`src/core/pmlc_pkg.sv`:
```
package pmlc_pkg;
  localparam int ADDR_W = 5;
  localparam int DATA_W = 24;
  localparam int TALLY_W = 16;

  // ****************************************
  // Register offsets and reset values
  // ****************************************
  localparam logic [4:0] OFS_FRAC = 5'h04;
  localparam logic [4:0] OFS_NSC = 5'h06;
  localparam logic [4:0] OFS_LWC = 5'h07;
  localparam logic [4:0] OFS_AEC = 5'h08;
  localparam logic [23:0] RST_FRAC = 24'h000000;
  localparam logic [23:0] RST_NSC = 24'h030f0a;
  localparam logic [23:0] RST_LWC = 24'h200844;
  localparam logic [23:0] RST_AEC = 24'h01bfff;

  // ****************************************
  // Field positions
  // ****************************************
  localparam int NSC_ORDER_LO = 2;
  localparam int NSC_BYPASS = 7;
  localparam int NSC_AUTOSEED = 8;
  localparam int NSC_SHAPER_EN = 11;
  localparam int LWC_WIN_LO = 0;
  localparam int LWC_LOCK_EN = 11;
  localparam int LWC_TRAIN = 20;
  localparam int LWC_SLIP_GUARD = 21;
  localparam int AEC_OUT_EN = 5;
  localparam int AEC_VCO_BIAS = 10;
  localparam int AEC_HF_REF = 21;
  localparam int AEC_LEVEL = 22;

  // ****************************************
  // Lock tally targets per window code
  // ****************************************
  localparam logic [15:0] LOCK_CNT_0 = 16'h0005;
  localparam logic [15:0] LOCK_CNT_1 = 16'h0020;
  localparam logic [15:0] LOCK_CNT_2 = 16'h0060;
  localparam logic [15:0] LOCK_CNT_3 = 16'h0100;
  localparam logic [15:0] LOCK_CNT_4 = 16'h0200;
  localparam logic [15:0] LOCK_CNT_5 = 16'h0800;
  localparam logic [15:0] LOCK_CNT_6 = 16'h2000;
  localparam logic [15:0] LOCK_CNT_7 = 16'hffff;

  typedef enum logic [1:0] {
    PMLC_LK_OFF = 2'b00,
    PMLC_LK_HUNT = 2'b01,
    PMLC_LK_LOCK = 2'b11
  } pmlc_lk_state_t;
endpackage

```
`src/core/pmlc_lock_det.sv`:
```
`timescale 1ns/100ps
module pmlc_lock_det import pmlc_pkg::*; (
  input wire logic mclk,
  input wire logic sys_rst,
  input wire logic lock_enable,
  input wire logic [2:0] win_code,
  input wire logic train_start,
  input wire logic cnt_valid,
  input wire logic cnt_in_window,
  output logic lock_out,
  output logic [15:0] tally_out
);
  typedef struct packed {
    pmlc_lk_state_t state;
    logic [15:0] tally;
    logic lock;
  } pmlc_lk_reg_t;

  pmlc_lk_reg_t cur_ff;
  pmlc_lk_reg_t nxt_lk;
  logic [15:0] target;

  always_comb begin
    case (win_code)
      3'h0: target = LOCK_CNT_0;
      3'h1: target = LOCK_CNT_1;
      3'h2: target = LOCK_CNT_2;
      3'h3: target = LOCK_CNT_3;
      3'h4: target = LOCK_CNT_4;
      3'h5: target = LOCK_CNT_5;
      3'h6: target = LOCK_CNT_6;
      default: target = LOCK_CNT_7;
    endcase
  end

  always_comb begin
    nxt_lk = cur_ff;
    if (!lock_enable) begin
      nxt_lk.state = PMLC_LK_OFF;
      nxt_lk.tally = 16'h0000;
      nxt_lk.lock = 1'b0;
    end else if (train_start) begin
      // Training throws away any tally built on the old detector rate
      nxt_lk.state = PMLC_LK_HUNT;
      nxt_lk.tally = 16'h0000;
      nxt_lk.lock = 1'b0;
    end else begin
      case (cur_ff.state)
        PMLC_LK_OFF: begin
          nxt_lk.state = PMLC_LK_HUNT;
        end
        PMLC_LK_HUNT, PMLC_LK_LOCK: begin
          if (cnt_valid && cnt_in_window) begin
            if (cur_ff.tally != 16'hffff) begin
              nxt_lk.tally = cur_ff.tally + 16'h0001;
            end
            if (cur_ff.tally + 16'h0001 >= target && cur_ff.tally != 16'hffff) begin
              nxt_lk.state = PMLC_LK_LOCK;
              nxt_lk.lock = 1'b1;
            end else if (cur_ff.tally == 16'hffff) begin
              nxt_lk.state = PMLC_LK_LOCK;
              nxt_lk.lock = 1'b1;
            end
          end else if (cnt_valid) begin
            nxt_lk.state = PMLC_LK_HUNT;
            nxt_lk.tally = 16'h0000;
            nxt_lk.lock = 1'b0;
          end
        end
        default: begin
          nxt_lk.state = PMLC_LK_OFF;
          nxt_lk.tally = 16'h0000;
          nxt_lk.lock = 1'b0;
        end
      endcase
    end
  end

  always_ff @(posedge mclk or posedge sys_rst) begin
    if (sys_rst) begin
      cur_ff <= '{state: PMLC_LK_OFF, tally: 16'h0000, lock: 1'b0};
    end else begin
      cur_ff <= nxt_lk;
    end
  end

  assign lock_out = cur_ff.lock;
  assign tally_out = cur_ff.tally;
endmodule // pmlc_lock_det

```
`src/core/pmlc_ctrl.sv`:
```
`timescale 1ns/100ps
module pmlc_ctrl import pmlc_pkg::*; (
  input wire logic mclk,
  input wire logic sys_rst,
  input wire logic reg_wr,
  input wire logic [ADDR_W-1:0] reg_addr,
  input wire logic [DATA_W-1:0] reg_wdata,
  output logic [DATA_W-1:0] reg_rdata,
  input wire logic pin_mode_always,
  input wire logic [2:0] chip_address,
  input wire logic serial_out_data,
  input wire logic modulator_step,
  input wire logic cnt_valid,
  input wire logic cnt_in_window,
  input wire logic phase_err_large,
  output logic div_use_modulator,
  output logic div_frac_step,
  output logic shaper_core_en,
  output logic [1:0] shaper_order,
  output logic shaper_seed_load,
  output logic [DATA_W-1:0] frac_word,
  output logic lock_indicator,
  output logic cp_boost,
  output logic pin_out,
  output logic pin_oe_n,
  output logic pin_level_3v,
  output logic ext_vco_bias_en,
  output logic hf_ref_sel
);
  // ****************************************
  // State
  // ****************************************
  typedef struct packed {
    logic [23:0] frac;
    logic [23:0] nsc;
    logic [23:0] lwc;
    logic [23:0] aec;
    logic [23:0] rdata;
    logic seed_load;
    logic train;
    logic step;
    logic boost;
    logic pin;
    logic oe_n;
  } pmlc_ctrl_reg_t;

  pmlc_ctrl_reg_t cur_ff;
  pmlc_ctrl_reg_t nxt_ctl;
  logic lock_raw;
  logic drive_pin;

  always_comb begin
    nxt_ctl = cur_ff;
    nxt_ctl.seed_load = 1'b0;
    nxt_ctl.train = 1'b0;
    if (reg_wr) begin
      case (reg_addr)
        OFS_FRAC: begin
          nxt_ctl.frac = reg_wdata;
          // Without autoseed the modulator keeps its phase across the write
          nxt_ctl.seed_load = cur_ff.nsc[NSC_AUTOSEED];
        end
        OFS_NSC: nxt_ctl.nsc = reg_wdata;
        OFS_LWC: begin
          nxt_ctl.lwc = reg_wdata;
          nxt_ctl.train = reg_wdata[LWC_TRAIN] && !cur_ff.lwc[LWC_TRAIN];
        end
        OFS_AEC: nxt_ctl.aec = reg_wdata;
        default: nxt_ctl.rdata = cur_ff.rdata;
      endcase
    end
    case (reg_addr)
      OFS_FRAC: nxt_ctl.rdata = cur_ff.frac;
      OFS_NSC: nxt_ctl.rdata = cur_ff.nsc;
      OFS_LWC: nxt_ctl.rdata = cur_ff.lwc;
      OFS_AEC: nxt_ctl.rdata = cur_ff.aec;
      default: nxt_ctl.rdata = 24'h000000;
    endcase
    // Divider sees no modulator steps after the first cycle of integer mode
    nxt_ctl.step = !cur_ff.nsc[NSC_BYPASS] && modulator_step;
    nxt_ctl.boost = cur_ff.lwc[LWC_SLIP_GUARD] && phase_err_large;
    drive_pin = cur_ff.aec[AEC_OUT_EN]
      && (pin_mode_always || chip_address == 3'h0);
    nxt_ctl.oe_n = !drive_pin;
    nxt_ctl.pin = pin_mode_always ? lock_raw : serial_out_data;
  end

  always_ff @(posedge mclk or posedge sys_rst) begin
    if (sys_rst) begin
      cur_ff <= '{frac: RST_FRAC, nsc: RST_NSC, lwc: RST_LWC, aec: RST_AEC,
                  rdata: 24'h000000, seed_load: 1'b0, train: 1'b0, step: 1'b0,
                  boost: 1'b0, pin: 1'b0, oe_n: 1'b1};
    end else begin
      cur_ff <= nxt_ctl;
    end
  end

  // ****************************************
  // Lock detector
  // ****************************************
  pmlc_lock_det u_lock_det (
    .mclk(mclk),
    .sys_rst(sys_rst),
    .lock_enable(cur_ff.lwc[LWC_LOCK_EN]),
    .win_code(cur_ff.lwc[LWC_WIN_LO +: 3]),
    .train_start(cur_ff.train),
    .cnt_valid(cnt_valid),
    .cnt_in_window(cnt_in_window),
    .lock_out(lock_raw),
    .tally_out()
  );

  assign reg_rdata = cur_ff.rdata;
  assign div_use_modulator = !cur_ff.nsc[NSC_BYPASS];
  assign div_frac_step = cur_ff.step;
  assign shaper_core_en = cur_ff.nsc[NSC_SHAPER_EN];
  assign shaper_order = cur_ff.nsc[NSC_ORDER_LO +: 2];
  assign shaper_seed_load = cur_ff.seed_load;
  assign frac_word = cur_ff.frac;
  assign lock_indicator = lock_raw;
  assign cp_boost = cur_ff.boost;
  assign pin_out = cur_ff.pin;
  assign pin_oe_n = cur_ff.oe_n;
  assign pin_level_3v = cur_ff.aec[AEC_LEVEL];
  assign ext_vco_bias_en = cur_ff.aec[AEC_VCO_BIAS];
  assign hf_ref_sel = cur_ff.aec[AEC_HF_REF];
endmodule // pmlc_ctrl

```
`config.mk`:
```
export PLATFORM = sky130hd
export DESIGN_NAME = pmlc_ctrl
export DESIGN_NICKNAME = d
export VERILOG_FILES = /design/src/core/pmlc_pkg.sv /design/src/core/pmlc_lock_det.sv /design/src/core/pmlc_ctrl.sv
export SDC_FILE = /design/constraint.sdc
export NUM_CORES = 1
export LEC_CHECK = 0
export BUFFER_PORTS_ARGS = -buffer_cell sky130_fd_sc_hd__buf_2
export CORE_ASPECT_RATIO = 0.7
export CORE_MARGIN = 2
export CORE_UTILIZATION = 47
export CTS_BUF_LIST = sky130_fd_sc_hd__clkbuf_4 sky130_fd_sc_hd__clkbuf_8 sky130_fd_sc_hd__clkbuf_16
export DETAILED_ROUTE_END_ITERATION = 12
export PLACE_DENSITY = 0.74
export SLEW_MARGIN = 10
export SYNTH_ARGS = -nofsm -noshare
export SYNTH_HDL_FRONTEND = slang
export SYNTH_SLANG_ARGS = --single-unit
```
`constraint.sdc`:
```
create_clock -name mclk -period 13.8 [get_ports mclk]
set_input_delay 4.14 -clock mclk [delete_from_list [all_inputs] [get_ports mclk]]
set_output_delay 4.14 -clock mclk [all_outputs]
set_load 0.005 [all_outputs]
```
==> flow_summary.yaml <==
min_path:
  min_to: "cur_ff[4]$_DFF_PP0_"
  worstHoldStart: "cur_ff[74]$_DFFE_PP0P_"
  whs_path_depth: 1
  hold_class: "flop to flop"
job:
  cap_viol_max_count: 0
placed_design:
  portBuffers: 101
  dpl.hpwl_um: 9590
  gp_congestion: 0.814
yosys:
  synth.area.mux_share_pct: 16.0
  synth_fp_nets: 610
  avgSynthCellArea_um2: 12.5
  synth-compound-area-share_pct: 9.95
  synth-edff-count: 0
  synthTopCellsByCount: "dfrtp_1 (116), mux2_2 (96), buf_4 (50)"
  synth_top_area_share_pct: 42.0
  synth_adder_area_share_pct: 2.71
  ys.flop_type: "dfrtp_1"
  synth-async-reset-ratio_pct: 100
  ys_warn_count: 0
  synth_top_family_by_area: "multiplexers"
  synth_xor_area_share_pct: 2.15
  yosysUniqueCellTypes: 52
  post-synth-top-count-cell: "dfrtp_1"
  synth_seq_cells: 145
  yosys-top-cells-area: "dfrtp_1 (42%), mux2_2 (16%), dfstp_2 (11%)"
  yosys.area_share.simple_pct: 8.38
  syn-cell-area_um2: 6910
  synth_top_area_cell: "dfrtp_1"
  seq_area_frac_synth_pct: 53.0
  syn_inst: 554
global_routing:
  grt_pass1_wl_um: 24200
  grt_usage_pct: 19.9
  grt_start_max_net_pins: 79
  grt_pass1_vias: 4520
  gr-total-overflow: 0
  antenna_found_initial: 0
layout:
  area_delta_synth_final_pct: 12.8
  diodes: 0
  final_nets: 658
  fin_util_pct: 53.7
  drive_gt1_share_pct: 45.0
timing:
  fmax_ghz: 0.151
  finalSetupViolCount: 0
  worst_pin_slew_ns: 1.13
  rsz0062_at_grt: "false"
  min_period_ns: 6.64
  slew_viol_final: 0
  relSlewSlack_pct: 24.7
  tns_ns: 0
  finalHoldViolations: 0
  fin_skew_ns: 0.0101
  fin_crit_sh_pct: 48.1
pwr:
  p_seq_share_pct: 46.5
  switching_share_pct: 25.2
  p_clk_share_pct: 41.6
  p_comb_share_pct: 11.9
  p_per_area_nw_per_um2: 148
  switchingPower_mw: 0.291
  ir_drop_uv: 93.8
  p_int_mw: 0.864
  leakagePower_nw: 3.80
worst_setup_path:
  r2r-start: "u_lock_det.tally_out[0]$_DFFE_PP0P_"
  cp-start-kind: "input pin"
  critPathBufInv: 1
  crit_chain: "buf_2, nand3b_2, nor3_4, nand2_1, mux2_2"
  reg2reg_depth: 11
  reg2reg_slack_ns: 10.53
  cpMaxStageDelayCell: "nand2_1"
  arrival_ns: 6.94
  worstSetupPathType: "input pin to flop"
  endpoint_kind: "flop"
  worstPathRequired_ns: 14.10
  cp_top_family: "simple AND/OR/NAND/NOR gates"
  crit_path_max_fanout: 25
  r2r_end: "u_lock_det.lock_out$_DFFE_PP0P_"
  critical-path-max-stage-delay_ns: 0.96
status:
  status: "completed"
cts:
  cts_resized: 0
  cts_buffers: 17
  cts_tree: "done"
  clock_path_buffers: 2
  cts_htree_levels: 4
  cts-root-buf: "clkbuf_16"
  clk_pin_slew_worst_paths_ns: 0.06
  hold_buffers: 0
  cts_sinks: 145
  clock_latency_ns: 0.42
  post-cts-setup-buffer-count: 0
route:
  wl_per_cell_um: 18.2
  wl_um: 14800
  drtIter0Drc: 308
  detail_route.vias_per_cell: 5.51
  vias: 4460
  detail-route-antenna-nets: 0
  drcViolationCount: 0
  firstDrtPassIters: 4
floorplanning:
  core_area_um2: 14500
  ios: 102
  die_area_um2: 15700
  placementRows: 37
  die_w_um: 149
  start_util_pct: 47.6
  die_h_um: 105
-- worst max path at each step --
stage | depth (start not counted) | end | slack (ns) | from
finish | 5 | cur_ff[99]$_DFFE_PP0P_ | 7.16 | reg_addr[3]
global route | 5 | cur_ff[78]$_DFFE_PP0P_ | 7.04 | reg_addr[3]
CTS | 5 | cur_ff[85]$_DFFE_PP0P_ | 7.18 | reg_addr[3]
detailed placement | 5 | cur_ff[92]$_DFFE_PP0P_ | 6.77 | reg_addr[3]
global placement | 5 | cur_ff[101]$_DFFE_PP0P_ | 6.86 | reg_addr[3]
floorplan | 1 | cp_boost$_DFF_PP0_ | 5.81 | sys_rst
-- flip-flops by register name, summed over array words and instances (netlist names), 2 cells and up --
signal	cells
cur_ff	67
frac_word	24
reg_rdata	24
u_lock_det.tally_out	16
shaper_order	2
u_lock_det.cur_ff	2
-- power groups by stage --
stage	Clock (mW)	Combinational [mW]	Sequential [mW]
5_1_grt	0.508	0.153	0.546
2_1_floorplan	0	0.118	0.529
4_1_cts	0.488	0.139	0.537
3_3_place_gp	0	0.131	0.539
3_5_place_dp	0	0.138	0.544
6_report	0.481	0.137	0.538
-- per-stage QoR --
| step | area, µm² | hold slack [ns] | instances | total power [mW] | setup WS (ns) |
|---|---|---|---|---|---|
| 2_1_floorplan | 6910 | 0.426 | 554 | 0.647 | 5.81 |
| 3_3_place_gp | 7190 | 0.445 | 778 | 0.671 | 6.86 |
| 3_5_place_dp | 7190 | 0.463 | 778 | 0.682 | 6.77 |
| 4_1_cts | 7800 | 0.476 | 810 | 1.16 | 7.18 |
| 5_1_grt | 7800 | 0.489 | 810 | 1.21 | 7.04 |
| 6_report | 7800 | 0.475 | 810 | 1.16 | 7.16 |
-- per-layer routing --
| metal | vias up | global-route usage (%) | part of all wire (%) |
|---|---|---|---|
| li1 | 2051 | - | - |
| met1 | 2280 | 27.8 | 46 |
| met5 | - | 0 | 0 |
| met3 | 9 | 4.29 | 5.2 |
| met4 | 0 | 6.39 | 0.67 |
| met2 | 120 | 31.1 | 48 |
-- cell usage in the layout (no fill, tap or decap), types with 13 or more instances in the layout --
| cell type | count |
|---|---|
| dfrtp_1 | 116 |
| buf_2 | 101 |
| ha_1 | 15 |
| clkbuf_16 | 17 |
| mux2_2 | 96 |
| o21ai_0 | 16 |
| dfstp_2 | 29 |
| xnor2_1 | 13 |
| nand2_1 | 45 |
| a22oi_1 | 48 |
-- kinds of logic (layout without fill, tap and decap cells) --
logic type,Yosys count,in the layout
muxes,98,98
adders and majority gates,15,15
buffers and inverters,84,145
AOI/OAI and AO/OA,97,97
and+or+nand+nor,98,98
xor gates and xnor gates,17,17
DFF,145,145
-- cell type report --
class	instances	area, µm²
Fill cell	1229	6730
Sequential cell	145	3660
Multi-Input combinational cell	325	2710
Timing Repair Buffer	105	536
Clock buffer	18	439
Tap cell	195	244
Clock inverter	14	176
Inverter	8	35.0
Note: power is estimated with default switching activity, not from simulation.
